`config.mk`:
```
export PLATFORM = sky130hd
export DESIGN_NAME = core_launch_stop_control
export DESIGN_NICKNAME = d
export VERILOG_FILES = /design/src/core/core_launch_pkg.sv /design/src/core/core_slot_table.sv /design/src/core/core_launch_stop_control.sv
export VERILOG_INCLUDE_DIRS = /design/src /design/src/core
export SDC_FILE = /design/constraint.sdc
export NUM_CORES = 1
export LEC_CHECK = 0
export ABC_AREA = 1
export CAP_MARGIN = 40
export CORE_MARGIN = 3
export CORE_UTILIZATION = 40
export DETAILED_ROUTE_END_ITERATION = 7
export DONT_BUFFER_PORTS = 1
export PLACE_DENSITY = 0.56
export SLEW_MARGIN = 5
export SYNTH_ARGS = -nofsm -noshare
export SYNTH_HDL_FRONTEND = slang
export SYNTH_HIERARCHICAL = 1
export SYNTH_SLANG_ARGS = --single-unit
```
`constraint.sdc`:
```
create_clock -name clk_sys_i -period 3.6 [get_ports clk_sys_i]
set_input_delay 0 -clock clk_sys_i [delete_from_list [all_inputs] [get_ports clk_sys_i]]
set_output_delay 0 -clock clk_sys_i [all_outputs]
set_load 0.01 [all_outputs]
```
`src/core/core_launch_defs.svh`:
```
// Constants for the core launch and stop control.
// Assumes it is included by bare name; definitions only.
`ifndef CORE_LAUNCH_DEFS_SVH
`define CORE_LAUNCH_DEFS_SVH
`define CORE_COUNT        8
`define CORE_ID_W         3
`define ADDR_W            16
`define BOOT_PARAM_W      14
`define BOOT_PARAM_LSB    2
`define BOOT_PARAM_MSB    15
`define RESULT_W          4
`define RESULT_NONE       4'hF
`define LOAD_WORDS        8'h10
`define LOAD_CNT_W        8
`define LOAD_CNT_ONE      8'h01
`define LOAD_CNT_ZERO     8'h00
`endif

```
`src/core/core_launch_pkg.sv`:
```
// Types shared by the launch control and its slot table.
// Assumes core_launch_defs.svh is on the include path.
`include "core_launch_defs.svh"
package core_launch_pkg;
   typedef logic [`CORE_ID_W-1:0]    core_id_t;
   typedef logic [`CORE_COUNT-1:0]   core_mask_t;
   typedef logic [`ADDR_W-1:0]       hub_addr_t;
   typedef logic [`BOOT_PARAM_W-1:0] boot_param_t;
   typedef logic [`RESULT_W-1:0]     launch_result_t;
   typedef enum logic [2:0] {
      ST_IDLE = 3'h1,
      ST_LOAD = 3'h2,
      ST_DONE = 3'h4
   } loader_state_t;
endpackage : core_launch_pkg

```
`src/core/core_slot_table.sv`:
```
// Per-core memory of boot parameter and start address, registered read.
// Assumes one writer per cycle and a single system clock.
`timescale 1ns/1ps
module core_slot_table (
   input  wire logic                         clk_sys_i,
   input  wire logic                         clk_en_i,
   input  wire logic                         wr_en_i,
   input  wire core_launch_pkg::core_id_t    wr_id_i,
   input  wire core_launch_pkg::boot_param_t wr_param_i,
   input  wire core_launch_pkg::hub_addr_t   wr_addr_i,
   input  wire core_launch_pkg::core_id_t    rd_id_i,
   output core_launch_pkg::boot_param_t      rd_param_o,
   output core_launch_pkg::hub_addr_t        rd_addr_o
);
   import core_launch_pkg::*;

   boot_param_t param_mem [`CORE_COUNT];
   hub_addr_t   addr_mem  [`CORE_COUNT];

   always_ff @(posedge clk_sys_i) begin
      if (clk_en_i && wr_en_i) begin
         param_mem[wr_id_i] <= wr_param_i;
         addr_mem[wr_id_i]  <= wr_addr_i;
      end
   end

   always_ff @(posedge clk_sys_i) begin
      if (clk_en_i) begin
         rd_param_o <= param_mem[rd_id_i];
         rd_addr_o  <= addr_mem[rd_id_i];
      end
   end
endmodule : core_slot_table

```
`src/core/core_launch_stop_control.sv`:
```
// Hub-side allocator that launches and stops the eight processor cores.
// Assumes requests are synchronous to clk_sys_i and one-cycle pulses.
// Assumes the loader answers load_req_o with one load_ack_i pulse per accepted word.
`timescale 1ns/1ps
`include "core_launch_defs.svh"
module core_launch_stop_control (
   input  wire logic                             clk_sys_i,
   input  wire logic                             sys_rst_i,
   input  wire logic                             clk_en_i,
   input  wire logic                             launch_req_i,
   input  wire logic                             launch_is_method_i,
   input  wire core_launch_pkg::hub_addr_t       code_start_address_i,
   input  wire logic [31:0]                      launch_param_i,
   input  wire core_launch_pkg::hub_addr_t       stack_base_pointer_i,
   input  wire logic                             stop_req_i,
   input  wire core_launch_pkg::core_id_t        stop_id_i,
   input  wire logic                             load_ack_i,
   output logic                                  launch_done_o,
   output core_launch_pkg::launch_result_t       launch_result_o,
   output core_launch_pkg::core_mask_t           core_busy_o,
   output core_launch_pkg::core_mask_t           core_clk_en_o,
   output core_launch_pkg::core_mask_t           core_run_o,
   output logic                                  load_req_o,
   output core_launch_pkg::core_id_t             load_id_o,
   output core_launch_pkg::hub_addr_t            load_addr_o,
   output logic                                  load_is_method_o,
   output core_launch_pkg::boot_param_t          boot_parameter_register_o,
   output core_launch_pkg::hub_addr_t            boot_code_address_o
);
   import core_launch_pkg::*;

   ////////////////////////////////////////////////////////////////////////////
   // Allocation.

   function automatic core_id_t lowest_free(input core_mask_t busy);
      core_id_t id;
      id = '0;
      // Scanning downwards leaves the lowest free index as the last one written.
      for (int i = `CORE_COUNT - 1; i >= 0; i--) begin
         if (!busy[i]) begin
            id = core_id_t'(i);
         end
      end
      return id;
   endfunction : lowest_free

   function automatic core_mask_t id_onehot(input core_id_t id);
      core_mask_t m;
      m = '0;
      m[id] = 1'b1;
      return m;
   endfunction : id_onehot

   core_mask_t      busy_r;
   core_mask_t      run_r;
   core_mask_t      busy_nxt;
   core_mask_t      run_nxt;
   loader_state_t   state_r;
   loader_state_t   state_nxt;
   core_id_t        load_id_r;
   hub_addr_t       load_addr_r;
   logic            load_method_r;
   logic [`LOAD_CNT_W-1:0] load_cnt_r;
   launch_result_t  result_r;
   logic            done_r;

   wire        any_free   = ~&busy_r;
   wire core_id_t pick_id = lowest_free(busy_r);
   // A launch is refused while the loader is busy or no core is free; the result still returns at once.
   wire        launch_ok  = launch_req_i && any_free && (state_r == ST_IDLE);
   wire        launch_no  = launch_req_i && !launch_ok;
   wire core_mask_t stop_mask = stop_req_i ? id_onehot(stop_id_i) : '0;
   wire core_mask_t pick_mask = launch_ok ? id_onehot(pick_id) : '0;
   // A stop aimed at the core under load cancels its word request in the same cycle.
   wire        stop_loading = stop_req_i && (stop_id_i == load_id_r) && (state_r != ST_IDLE);
   // The counter starts at one with the launch, so the word that meets the limit is the last.
   wire        load_last  = load_ack_i && (load_cnt_r == `LOAD_WORDS);
   wire        load_step  = (state_r == ST_LOAD) && load_ack_i && !load_last;
   // A core only starts running if it is still allocated when its load completes.
   wire core_mask_t done_mask = (state_r == ST_DONE && busy_r[load_id_r]) ? id_onehot(load_id_r) : '0;
   wire boot_param_t param_kept = launch_param_i[`BOOT_PARAM_MSB:`BOOT_PARAM_LSB];
   wire boot_param_t stack_kept = stack_base_pointer_i[`BOOT_PARAM_MSB:`BOOT_PARAM_LSB];
   wire boot_param_t param_sel  = launch_is_method_i ? stack_kept : param_kept;

   ////////////////////////////////////////////////////////////////////////////
   // Loader sequencing.

   // One load runs at a time; a second launch is refused until the loader is back in idle.
   always_comb begin
      state_nxt = state_r;
      case (state_r)
         ST_IDLE: begin
            if (launch_ok) begin
               state_nxt = ST_LOAD;
            end
         end
         ST_LOAD: begin
            if (stop_loading) begin
               state_nxt = ST_IDLE;
            end else if (load_last) begin
               state_nxt = ST_DONE;
            end
         end
         ST_DONE: begin
            state_nxt = ST_IDLE;
         end
         default: begin
            state_nxt = ST_IDLE;
         end
      endcase
   end

   ////////////////////////////////////////////////////////////////////////////
   // Per-core allocation and run bits.
   //
   // Every core owns one slice, so a stop aimed at one core never disturbs the
   // allocation or execution of another. A stop that meets the end of the same
   // core's load still wins; otherwise that core would run with its clock gated off.

   genvar g;
   generate
      for (g = 0; g < `CORE_COUNT; g = g + 1) begin : g_core
         wire stop_hit  = stop_mask[g];
         wire pick_hit  = pick_mask[g];
         wire start_hit = done_mask[g];

         // A launch only picks a free core, so a pick never meets a stop of a busy core.
         assign busy_nxt[g]      = (busy_r[g] && !stop_hit) || pick_hit;
         assign run_nxt[g]       = ((run_r[g] && !pick_hit) || start_hit) && !stop_hit;
         assign core_clk_en_o[g] = busy_r[g];
      end
   endgenerate

   ////////////////////////////////////////////////////////////////////////////
   // Registered state.

   // A low clock enable freezes every register here, including the loader state.
   always_ff @(posedge clk_sys_i) begin
      if (sys_rst_i) begin
         busy_r  <= '0;
         run_r   <= '0;
         state_r <= ST_IDLE;
      end else if (clk_en_i) begin
         busy_r  <= busy_nxt;
         run_r   <= run_nxt;
         state_r <= state_nxt;
      end
   end

   // The answer is registered so that it stands for the whole cycle after the request.
   always_ff @(posedge clk_sys_i) begin
      if (sys_rst_i) begin
         result_r <= '0;
         done_r   <= 1'b0;
      end else if (clk_en_i) begin
         done_r <= launch_req_i;
         if (launch_ok) begin
            result_r <= {1'b0, pick_id};
         end else if (launch_no) begin
            result_r <= `RESULT_NONE;
         end
      end
   end

   // Only an accepted launch writes the load descriptor, so a refused one leaves the current load alone.
   always_ff @(posedge clk_sys_i) begin
      if (sys_rst_i) begin
         load_id_r     <= '0;
         load_addr_r   <= '0;
         load_method_r <= 1'b0;
      end else if (clk_en_i && launch_ok) begin
         load_id_r     <= pick_id;
         load_addr_r   <= code_start_address_i;
         load_method_r <= launch_is_method_i;
      end
   end

   // The word counter is loaded by an accepted launch and moves on accepted words; a frozen cycle leaves it alone.
   always_ff @(posedge clk_sys_i) begin
      if (sys_rst_i) begin
         load_cnt_r <= `LOAD_CNT_ZERO;
      end else if (clk_en_i) begin
         if (launch_ok) begin
            load_cnt_r <= `LOAD_CNT_ONE;
         end else if (load_step) begin
            load_cnt_r <= load_cnt_r + `LOAD_CNT_ONE;
         end
      end
   end

   ////////////////////////////////////////////////////////////////////////////
   // Per-core boot data.

   // Written by the accepted launch and read back for the core under load, one cycle late.
   core_slot_table i_core_slot_table (
      .clk_sys_i  (clk_sys_i),
      .clk_en_i   (clk_en_i),
      .wr_en_i    (launch_ok),
      .wr_id_i    (pick_id),
      .wr_param_i (param_sel),
      .wr_addr_i  (code_start_address_i),
      .rd_id_i    (load_id_r),
      .rd_param_o (boot_parameter_register_o),
      .rd_addr_o  (boot_code_address_o)
   );

   assign launch_done_o    = done_r;
   assign launch_result_o  = result_r;
   assign core_busy_o      = busy_r;
   assign core_run_o       = run_r;
   assign load_req_o       = (state_r == ST_LOAD) && !stop_loading;
   assign load_id_o        = load_id_r;
   assign load_addr_o      = load_addr_r;
   assign load_is_method_o = load_method_r;
endmodule : core_launch_stop_control

```
==> impl_results.md, run 1 <==
* Status: complete, no violations
* Met2 GRT Util at approximately 31%
* Clock Path Buffers at 3
* PD cells at around 520 mW/mm2
* TritonCTS clock tree: done
* Die Ht at a little under 200 um
* Clock-pin slew on the worst setup and hold paths at 0.05 ns
* #FFs+latches synth at 322
* Netlist cell types at 35
* Leakage at 7.09 nW
* Clock sink count at roughly 320
* Critical path's most frequent cell: nand2_2
* First-pass GRT wire length at between 50 and 60 mm
* Peak supply drop at 0.484 mV
* Tot GR Track Use at 18.2%
* Post-CTS setup buffers at 0
* Arr. time, crit path at between 3 and 4 ns
* Tcrit/Tclk final at between 70 and 80%
* Detailed placement HPWL at 19.6 mm
* Ant diodes at 0
* DIE WIDTH at around 190 um
* Setup TNS at 0 ns
* Synthesized area per cell at around 9.5 um2
* Crit-path cells: nand2_2, nor2_4, nand2_2, nand3_4, inv_4, nand2_4, inv_2, nand2_1, a21oi_1, dlygate4sd3_1
* Cell Area, Synth at roughly 0.014 mm2
* First DRT Iteration DRCs at 578
* GR peak layer: met2
* Synth Warn # at 6
* Synth top cells by count: nand2_1 (524), inv_1 (277), edfxtp_1 (270), nand3_1 (150), dfxtp_1 (52)
* Vias at about 9.8k
* Achievable Freq at about 350 MHz
* Dominant cell type by area after synthesis: edfxtp_1
* Crit path kind: reg -> reg
* Measured slew at the worst slew-check pin at 0.868 ns
* CP peak stage delay at 0.59 ns
* Starting Density at about 41%
* Met1 global-route usage at 23.7%
* Number of global-route vias before repair at a little under 10k
* Post-synth EDFFs at 270
* Layout cells sized above 1 at under 10%
* WL per Instance at about 17 um
* Largest net degree at the start of global routing at around 120
* Worst Path Required at roughly 4.0 ns
* Max Cap Viol at 0
* Fin. Hold Viols at 0
* Crit end category: register
* Total wire length at 34.4 mm
* # DRC at 0
* Worst path slowest cell: dfxtp_1
* CTS Buf Count at 37
* Initial antenna violation count at 3
* Syn Inst Count at approximately 1.5k
* Total design power at 8.54 mW
* DRT Pass-1 Iters at 5
* Hold Path Class: in -> reg
* Slew Limit Fails at 0
* H-tree levels at 2
* RSZ-0062 raised after global routing: no
* Fin worst setup slack at approximately 0.77 ns
* Die area at around 0.038 mm2
* Clk_lat worst skew at a little over 0.5 ns
* Final period demand of the worst path at roughly 2.8 ns
* Root Buffer: clkbuf_16
* Vias per cell at between 4 and 5
* Most frequent cell after synthesis: nand2_1
* Rel. slew slack at between 40% and 50%
* Global Route met3 Usage at roughly 3.9%
* Skew final at ~0.012 ns
* Seq/Total Area, Yosys at around 64%
* Share of the synthesized area in the top cell type at 56.9%
* Nature of the critical path startpoint: register
* Core Region at approximately 0.035 mm2
* Final nets at 1638
* Row count at 68
* Post-Place Setup Slack at 0.750 ns
* Setup-failing EPs final at 0
* Synth area leaders: edfxtp_1 (57%), nand2_1 (14%), dfxtp_1 (7.3%)
* CP Max Fanout at 32
* Total congestion overflow at 0
* Routability congestion estimate at between 0.8 and 0.9
* Antenna Nets Post-Route at 0
* Predominant post-synthesis flop cell: edfxtp_1
* Mapped Nets at 1585
* Post-synth ARST share at 0%
* Layout area overhead at 15.9%
* # IOs at approximately 150
* I/O Buffers at 0
## worst paths after layout
path / slack, ns / cells after the start / startpoint / end
setup / recovery: 0.77 / 10 / core_busy_o[2] / load_addr_o[0]
hold reg to reg: 0.51 / 2 / state_r[2] / state_r[2]
hold / removal: 0.007 / 3 / clk_en_i / core_run_o[6]
setup reg to reg: 0.77 / 10 / core_busy_o[2] / load_addr_o[0]
## logic make-up after synthesis
family | synth area share, %
flip-flops | 64.2
AND/OR/NAND/NOR | 21.8
multiplexers | 1.11
XOR/XNOR | 0.307
adder cells (fa/ha/maj) | 0.175
AO/OA/AOI/OAI | 2.25
buffers and inverters | 10.2
## flip-flops by register name, indices dropped and copies added (netlist names)
name,cells
load_is_method_o,1
core_busy_o,8
launch_result_o,4
i_core_slot_table/rd_addr_o,16
launch_done_o,1
core_run_o,8
i_core_slot_table/rd_param_o,14
load_addr_o,16
load_id_o,3
state_r,3
load_cnt_r,8
i_core_slot_table/param_mem,112
i_core_slot_table/addr_mem,128
## critical path, delay by kind of cell (launching register included)
family                 cells  cell delay [ns]
and+or+nand+nor            6             1.09
buffers and inverters      3             0.94
DFF                        1             0.59
AOI/OAI and AO/OA          1             0.07
## through the flow
stage                     std cells  hold slack (ns)  utilization (%)  instance area, um2
final                          2041          0.00683             47.4               16500
after global routing           2041           0.0407             47.4               16500
after CTS                      2041          0.00160             47.4               16500
after detailed placement       1910           0.0761             42.1               14700
after global placement         1910           0.0740             42.1               14700
after floorplan                1509           0.0989                -               14300
## final cells by class
cell class | instances | area, um2
Inverter | 282 | 1060
Clock inverter | 19 | 189
Clock buffer | 44 | 952
Tap cell | 455 | 569
Sequential cell | 322 | 9160
Multi-Input combinational cell | 834 | 3710
Fill cell | 3251 | 18400
Timing Repair Buffer | 85 | 886
## where the power goes
part	internal, mW	leakage (nW)	switching (mW)
registers	4.17	2.88	0.104
logic	0.222	3.66	0.472
clock network	2.16	0.551	1.42
## placed cells by master, fill, tap and decap left out, types with 5 or more instances in the layout
| master | synthesis | final |
|---|---|---|
| nand2_1 | 524 | 524 |
| edfxtp_1 | 270 | 270 |
| buf_12 | 1 | 5 |
| nor2_1 | 45 | 37 |
| dfxtp_1 | 52 | 49 |
| clkbuf_16 | 0 | 37 |
| dlygate4sd3_1 | 0 | 66 |
| buf_4 | 21 | 13 |
| inv_1 | 277 | 277 |
| clkinv_1 | 0 | 9 |
| nor3_1 | 12 | 12 |
| clkinv_2 | 1 | 6 |
| mux2_2 | 14 | 14 |
| a21oi_1 | 47 | 47 |
| clkbuf_1 | 20 | 7 |
| nor2_4 | 3 | 11 |
| o21ai_0 | 11 | 11 |
| nand3_1 | 150 | 150 |
## per-layer routing
metal  vias up  routed length (um)
met5         -                  25
met4         4                 740
met3        64                2030
met2       224               16400
met1      4615               15300
li1       4859                   -
## what timing repair did
action,4_1_cts,5_1_grt
endpoints found under the hold margin,322,0
endpoints found under the setup margin,0,0
hold buffers,68,0
gates resized for setup,0,0
Note: power is estimated with default switching activity, not from simulation.
==> run 2, diff against run 1 <==
Clock period 3.6 ns to 2.9 ns, I/O delays scaled along.
==> run 2 against run 1 <==
Effect of this change:
- non-clock buffer count grew 28
- clock skew is essentially flat
- critical path type unchanged
- global-route usage about the same
- die area stayed put
- sequential cell count unchanged
- sequential power up 24%
- worst setup slack worse by 0.49 ns
- clock power up 26%
- sequential share of layout area down 0.96 points
- via count shrank 0.35%
- first-iteration DRC count down 8.3%
==> impl_results.md, run 2 (same netlist as run 1, synthesis figures left out) <==
* Crit end category: register (unchanged)
* Vias per cell at 4.69 (was 4.78)
* Skew final at 0.0122 ns (about the same)
* Die area at 0.0380 mm2 (unchanged)
* Part of the power in registers at 49.3% (was 50.0%)
* WL per Instance at 16.9 um (about the same)
* Achievable Freq at 382 MHz (was 353 MHz)
* Core Region at 0.0349 mm2 (unchanged)
* Number of global-route vias before repair at 9427 (was 9718)
* Row count at 68 (unchanged)
* DRT Pass-1 Iters at 5 (unchanged)
* CP Max Fanout at 18 (was 32)
* Placed inst area at 0.0148 mm2 (was 0.0147 mm2)
* Most frequent cells in the layout: nand2_1 (524), inv_1 (277), edfxtp_1 (270) (unchanged)
* Top reg by flops: i_core_slot_table/addr_mem (unchanged)
* Critical path's most frequent cell: nand2_2 (unchanged)
* # DRC at 0 (unchanged)
* Worst Path Required at 3.35 ns (was 3.99 ns)
* Clock Path Buffers at 3 (unchanged)
* Sw Share at 23.5% (was 23.3%)
* Max Cap Viol at 0 (unchanged)
* Total congestion overflow at 0 (unchanged)
* Leakage at 7.29 nW (was 7.09 nW)
* Clk_lat worst skew at 0.51 ns (about the same)
* Worst Path Buf+Inv at 3 (unchanged)
* Sw power at 2.52 mW (was 1.99 mW)
* Total wire length at 35.0 mm (was 34.4 mm)
* Total design power at 10.7 mW (was 8.54 mW)
* CTS Buf Count at 37 (unchanged)
* Peak supply drop at 0.377 mV (was 0.484 mV)
* Setup-failing EPs final at 0 (unchanged)
* Status: complete, no violations (unchanged)
* DIE WIDTH at 195 um (unchanged)
* Clk network pwr share at 42.1% (was 41.9%)
* # hold bufs at CTS at 82 (was 68)
* Starting Density at 40.9% (unchanged)
* Antenna Nets Post-Route at 0 (unchanged)
* I/O Buffers at 0 (unchanged)
* CP peak stage delay at 0.63 ns (was 0.59 ns)
* Clock sink count at 322 (unchanged)
* TritonCTS clock tree: done (unchanged)
* Fin worst setup slack at 0.282 ns (was 0.768 ns)
* Max reg flops at 128 (unchanged)
* Worst path slowest cell: dfxtp_1 (unchanged)
* Crit-path leading delay family: buffers and inverters (was simple AND/OR/NAND/NOR gates)
* Commonest non-fill, non-tap cell in the layout: nand2_1 (unchanged)
* Rel. slew slack at 43.3% (was 41.7%)
* P_int at 8.18 mW (was 6.55 mW)
* Vias at 9732 (was 9766)
* Tcrit/Tclk final at 90.3% (was 78.7%)
* Hold Path Class: in -> reg (unchanged)
* Arr. time, crit path at 3.06 ns (was 3.22 ns)
* Layout area overhead at 17.9% (was 15.9%)
* Largest regs: i_core_slot_table/addr_mem: 128 flops, i_core_slot_table/param_mem: 112 flops (unchanged)
* Post-CTS setup buffers at 0 (unchanged)
* Root Buffer: clkbuf_16 (unchanged)
* PD cells at 636 mW/mm2 (was 517 mW/mm2)
* Tot GR Track Use at 18.2% (about the same)
* First DRT Iteration DRCs at 530 (was 578)
* Final nets at 1666 (was 1638)
* Final period demand of the worst path at 2.62 ns (was 2.83 ns)
* Fin. Hold Viols at 0 (unchanged)
* Routability congestion estimate at 0.802 (was 0.829)
* Post-route cell area at 0.0168 mm2 (was 0.0165 mm2)
* RSZ-0062 raised after global routing: no (unchanged)
* Initial antenna violation count at 6 (was 3)
* Setup TNS at 0 ns (unchanged)
* H-tree levels at 2 (unchanged)
* Clock-pin slew on the worst setup and hold paths at 0.06 ns (was 0.05 ns)
* Combinational Power Share at 8.6% (was 8.1%)
* Largest net degree at the start of global routing at 121 (unchanged)
* Measured slew at the worst slew-check pin at 0.845 ns (was 0.868 ns)
* Nature of the critical path startpoint: register (unchanged)
* Cts repair resizes at 0 (unchanged)
* Crit-path cells: nand2_2, nor2_4, nand2_2, nand3_4, inv_4, nand2_4, buf_4, nand2_1, a21oi_1, dlygate4sd3_1 (was nand2_2, nor2_4, nand2_2, nand3_4, inv_4, nand2_4, inv_2, nand2_1, a21oi_1, dlygate4sd3_1)
* # IOs at 154 (unchanged)
* First-pass GRT wire length at 54.4 mm (was 54.7 mm)
* Crit path kind: reg -> reg (unchanged)
* Post-Place Setup Slack at 0.466 ns (was 0.750 ns)
* Layout cells sized above 1 at 8.04% (was 6.87%)
* Slew Limit Fails at 0 (unchanged)
* Die Ht at 195 um (unchanged)
* Detailed placement HPWL at 20.1 mm (was 19.6 mm)
## run 2: cell count changes in the layout (fill, tap and decap cells not counted)
cell / before / now
diode_2: 0 / 3
clkinv_2: 6 / 9
clkbuf_8: 0 / 3
clkbuf_1: 7 / 9
buf_4: 13 / 26
clkinv_1: 9 / 3
buf_8: 0 / 1
inv_6: 0 / 3
bufinv_16: 4 / 3
clkinvlp_4: 2 / 1
dlygate4sd3_1: 66 / 80
## run 2: final timing paths
kind / startpoint / endpoint / slack [ns] / depth (start not counted)
worst max-delay path: core_busy_o[0] / load_addr_o[2] / 0.28 / 10
worst max register to register: core_busy_o[0] / load_addr_o[2] / 0.28 / 10
worst min-delay path: stop_req_i / state_r[0] / 0.05 / 6
worst min register to register: state_r[2] / state_r[2] / 0.50 / 2
## run 2: routing by layer
layer / track usage [%] / vias up / part of all wire [%]
met5: 0 / - / 0.10
met4: 4.41 / 6 / 1.8
met3: 4.75 / 49 / 6.0
met2: 30.5 / 226 / 48
met1: 23.8 / 4527 / 44
li1: - / 4924 / -
## run 2: power groups by stage
stage	clock network, mW	logic (mW)	registers [mW]
3_5_place_dp	0	0.756	5.38
3_3_place_gp	0	0.748	5.38
4_1_cts	4.62	0.927	5.28
6_report	4.50	0.916	5.28
5_1_grt	4.81	1.03	5.29
2_1_floorplan	0	0.573	5.35
## run 2: final cells by class
| cell class | instances | area (um2) |
|---|---|---|
| fill | 3222 | 18100 |
| sequential | 322 | 9160 |
| multi-input combinational | 834 | 3710 |
| timing repair buffer | 113 | 1140 |
| inverter | 282 | 1060 |
| clock buffer | 49 | 1000 |
| tap | 455 | 569 |
| clock inverter | 17 | 170 |
| antenna | 3 | 7.51 |
## run 2: worst register-to-register path, cell delays in order, from the launching register on
cell and delay, ns:
dfxtp_1 0.63, nand2_2 0.14, nor2_4 0.17, nand2_2 0.11, nand3_4 0.16, inv_4 0.07, nand2_4 0.19, buf_4 0.28
nand2_1 0.08, a21oi_1 0.15, dlygate4sd3_1 0.57
## run 2: stage by stage
stage               std cells  util, %  hold slack, ns
floorplan                1509        -          0.0989
global placement         1923     42.4          0.0737
detailed placement       1923     42.4          0.0756
CTS                      2071     48.1          0.0191
global route             2073     48.2          0.0728
finish                   2075     48.2          0.0513
==> run 3, diff against run 2 <==
Settings changed: ABC_AREA 1 to default.
==> run 3 against run 2 <==
Effect of this change:
- cell area fell by 7.1%
- clock skew rose by 0.0026 ns
- highest routed layer unchanged
- sequential power fell by 2%
- via count fell by 28%
- power fell by 5.1%
- non-clock buffer count fell by 16
- area after synthesis fell by 8.5%
- core utilization rose by 0.77 points
- routed wire length fell by 18%
- final cell count fell by 38%
- maximum frequency fell by 1.1%
- worst hold slack improved by 0.012 ns
==> impl_results.md, run 3 <==
* Hold Path End: core_run_o[2] (was state_r[0])
* Reg2reg path depth at 6 (was 10)
* WL per Instance at 22.3 um (was 16.9 um)
* Netlist cell types at 60 (was 35)
* Post-route cell area at 0.0156 mm2 (was 0.0168 mm2)
* Largest net degree at the start of global routing at 47 (was 121)
* Layout cells sized above 1 at 18.7% (was 8.04%)
* Clk_lat worst skew at 0.51 ns (about the same)
* Tot GR Track Use at 16.2% (was 18.2%)
* Synthesized area per cell at 17.8 um2 (was 9.45 um2)
* CP Max Fanout at 8 (was 18)
* DRT Pass-1 Iters at 5 (unchanged)
* Max reg flops at 128 (unchanged)
* Number of global-route vias before repair at 7368 (was 9427)
* Setup-failing EPs final at 0 (unchanged)
* Largest regs: i_core_slot_table/addr_mem: 128 flops, i_core_slot_table/param_mem: 112 flops (unchanged)
* Leakage at 5.04 nW (was 7.29 nW)
* #FFs+latches synth at 322 (unchanged)
* Total congestion overflow at 0 (unchanged)
* Syn Inst Count at 735 (was 1509)
* Core Region at 0.0319 mm2 (was 0.0349 mm2)
* Mapped Nets at 811 (was 1585)
* First-pass GRT wire length at 44.0 mm (was 54.4 mm)
* Placed inst area at 0.0137 mm2 (was 0.0148 mm2)
* Nature of the critical path startpoint: register (unchanged)
* RSZ-0062 raised after global routing: no (unchanged)
* CTS Buf Count at 35 (was 37)
* H-tree levels at 2 (unchanged)
* Layout area overhead at 19.7% (was 17.9%)
* Clock sink count at 322 (unchanged)
* DIE WIDTH at 187 um (was 195 um)
* Routability congestion estimate at 0.821 (was 0.802)
* Synth top cells by count: edfxtp_1 (270), mux4_1 (60), nand2_1 (60), dfxtp_1 (52), mux2_2 (46) (was nand2_1 (524), inv_1 (277), edfxtp_1 (270), nand3_1 (150), dfxtp_1 (52))
* Vias at 6978 (was 9732)
* Arr. time, crit path at 3.10 ns (was 3.06 ns)
* Fin. Hold Viols at 0 (unchanged)
* Hold Path Origin: stop_req_i (unchanged)
* Row count at 65 (was 68)
* Top sig layer: met5 (unchanged)
* Met1 Wirelength at 12.2 mm (was 15.5 mm)
* Rel. slew slack at 49.2% (was 43.3%)
* Ant diodes at 0 (was 3)
* Peak supply drop at 0.431 mV (was 0.377 mV)
* Total wire length at 28.5 mm (was 35.0 mm)
* First DRT Iteration DRCs at 386 (was 530)
* Detailed placement HPWL at 17.3 mm (was 20.1 mm)
* Synth area leaders: edfxtp_1 (62%), mux4_1 (12%), dfxtp_1 (8.0%) (was edfxtp_1 (57%), nand2_1 (14%), dfxtp_1 (7.3%))
* Clock Path Buffers at 3 (unchanged)
* Seq/Total Area, Yosys at 70.1% (was 64.2%)
* Most frequent cells in the layout: edfxtp_1 (270), dlygate4sd3_1 (62), nand2_1 (60), mux4_1 (60), dfxtp_1 (49) (was nand2_1 (524), inv_1 (277), edfxtp_1 (270))
* Synth Warn # at 6 (unchanged)
* Antenna Nets Post-Route at 0 (unchanged)
* Skew final at 0.0147 ns (was 0.0122 ns)
* Worst r2r dst: load_addr_o[7] (was load_addr_o[2])
* Initial antenna violation count at 1 (was 6)
* Tcrit/Tclk final at 91.3% (was 90.3%)
* Die Ht at 187 um (was 195 um)
* Vias per cell at 5.45 (was 4.69)
* Dominant cell type by area after synthesis: edfxtp_1 (unchanged)
* Slew Limit Fails at 0 (unchanged)
* Post-synth ARST share at 0% (unchanged)
* Hold path cells at 3 (was 6)
* Measured slew at the worst slew-check pin at 0.760 ns (was 0.845 ns)
* PD cells at 650 mW/mm2 (was 636 mW/mm2)
* Final core occ at 49.0% (was 48.2%)
* Max Cap Viol at 0 (unchanged)
* Cell Area, Synth at 0.0130 mm2 (was 0.0143 mm2)
* # IOs at 154 (unchanged)
* Root Buffer: clkbuf_16 (unchanged)
* TritonCTS clock tree: done (unchanged)
* Critical path's most frequent cell: dlygate4sd3_1 (was nand2_2)
* Fillers at 2696 (was 3222)
* Reg2reg setup slack at 0.25 ns (was 0.28 ns)
* Worst Path Required at 3.35 ns (about the same)
* Post-synth EDFFs at 270 (unchanged)
* Predominant post-synthesis flop cell: edfxtp_1 (unchanged)
* Achievable Freq at 378 MHz (was 382 MHz)
* Wire length on met3 at 1.71 mm (was 2.08 mm)
* Crit-path leading delay family: buffers and inverters (unchanged)
* CP peak stage delay at 0.57 ns (was 0.63 ns)
* Worst Path Buf+Inv at 2 (was 3)
* Commonest non-fill, non-tap cell in the layout: edfxtp_1 (was nand2_1)
* I/O Buffers at 0 (unchanged)
* Final period demand of the worst path at 2.65 ns (was 2.62 ns)
* Top reg by flops: i_core_slot_table/addr_mem (unchanged)
* # DRC at 0 (unchanged)
* Hold Path Class: in -> reg (unchanged)
* Worst r2r src: state_r[0] (was core_busy_o[0])
* Clock-pin slew on the worst setup and hold paths at 0.06 ns (about the same)
* Die area at 0.0348 mm2 (was 0.0380 mm2)
* Worst path slowest cell: dlygate4sd3_1 (was dfxtp_1)
* Crit end category: register (unchanged)
* Met2 wire len at 13.9 mm (was 16.8 mm)
* Crit-path cells: or3b_4, a211oi_4, nand2_1, dlygate4sd3_1, a21oi_1, dlygate4sd3_1 (was nand2_2, nor2_4, nand2_2, nand3_4, inv_4, nand2_4, buf_4, nand2_1, a21oi_1, dlygate4sd3_1)
* Starting Density at 40.9% (about the same)
* Status: complete, no violations (unchanged)
* Cts repair resizes at 0 (unchanged)
* Crit path kind: reg -> reg (unchanged)
* Most frequent cell after synthesis: edfxtp_1 (was nand2_1)
* Final nets at 896 (was 1666)
* Share of the synthesized area in the top cell type at 62.1% (was 56.9%)
-- run 3: logic make-up (layout without fill, tap and decap cells) --
kind of cell             count (synthesis)  in the layout  share of synthesized area, %
AO/OA/AOI/OAI                           99             99                          5.11
XOR/XNOR                                 6              6                         0.403
adder cells (fa/ha/maj)                  2              2                         0.192
buffers and inverters                   54            165                          2.30
flip-flops                             322            322                          70.1
multiplexers                           107            107                          16.1
AND/OR/NAND/NOR                        145            145                          5.75
-- run 3: worst max-delay path by stage --
| stage | to | slack (ns) | cells after the start | from |
|---|---|---|---|---|
| 2_1_floorplan | i_core_slot_table/addr_mem[4][0] | -0.28 | 6 | core_busy_o[5] |
| 3_3_place_gp | i_core_slot_table/addr_mem[4][9] | 0.50 | 6 | core_busy_o[6] |
| 3_5_place_dp | i_core_slot_table/addr_mem[4][9] | 0.48 | 6 | core_busy_o[6] |
| 4_1_cts | load_addr_o[7] | 0.08 | 6 | state_r[0] |
| 5_1_grt | load_addr_o[7] | 0.12 | 6 | core_busy_o[5] |
| 6_report | load_addr_o[7] | 0.25 | 6 | state_r[0] |
-- run 3: worst register-to-register path: stages, from the launching register on --
cell and delay [ns]:
dfxtp_1 0.45, or3b_4 0.44, a211oi_4 0.33, nand2_1 0.10, dlygate4sd3_1 0.57, a21oi_1 0.13
dlygate4sd3_1 0.56
-- run 3: routing by layer --
| metal | GRT usage [%] | vias up |
|---|---|---|
| met5 | 0 | - |
| met4 | 4.91 | 2 |
| met3 | 3.66 | 53 |
| met2 | 27.1 | 226 |
| met1 | 21.3 | 3543 |
| li1 | - | 3154 |
-- run 3: where the power goes --
part | leakage, nW | internal, mW | switching, mW
sequential | 2.88 | 5.11 | 0.0604
combinational | 1.57 | 0.192 | 0.241
clock | 0.587 | 2.84 | 1.72
total | 5.04 | 8.14 | 2.02
-- run 3: layout make-up --
type | instances | area (um2) | share of cell area, %
clock buffers | 49 | 1030 | 6.60
clock inverters | 14 | 175 | 1.12
inverters | 5 | 18.8 | 0.120
multi-input cells | 359 | 3670 | 23.5
flip-flops and latches | 322 | 9160 | 58.6
well taps | 435 | 544 | 3.49
repair buffers | 97 | 1020 | 6.55
-- run 3: through the flow --
| step | std cells | setup slack (ns) | TNS [ns] | hold WS [ns] | power [mW] |
|---|---|---|---|---|---|
| finish | 1281 | 0.254 | 0 | 0.0637 | 10.2 |
| CTS | 1279 | 0.0832 | 0 | 0.0460 | 10.3 |
| detailed placement | 1152 | 0.478 | 0 | 0.0737 | 5.56 |
| global placement | 1151 | 0.500 | 0 | 0.0718 | 5.55 |
| global route | 1281 | 0.124 | 0 | 0.0623 | 10.5 |
| floorplan | 735 | -0.279 | -35.63 | 0.0989 | 5.48 |
-- run 3: what timing repair did --
item	4_1_cts	5_1_grt
buffers inserted	0	2
endpoints found under the hold margin	320	0
hold buffers	64	0
setup endpoints to repair	0	1
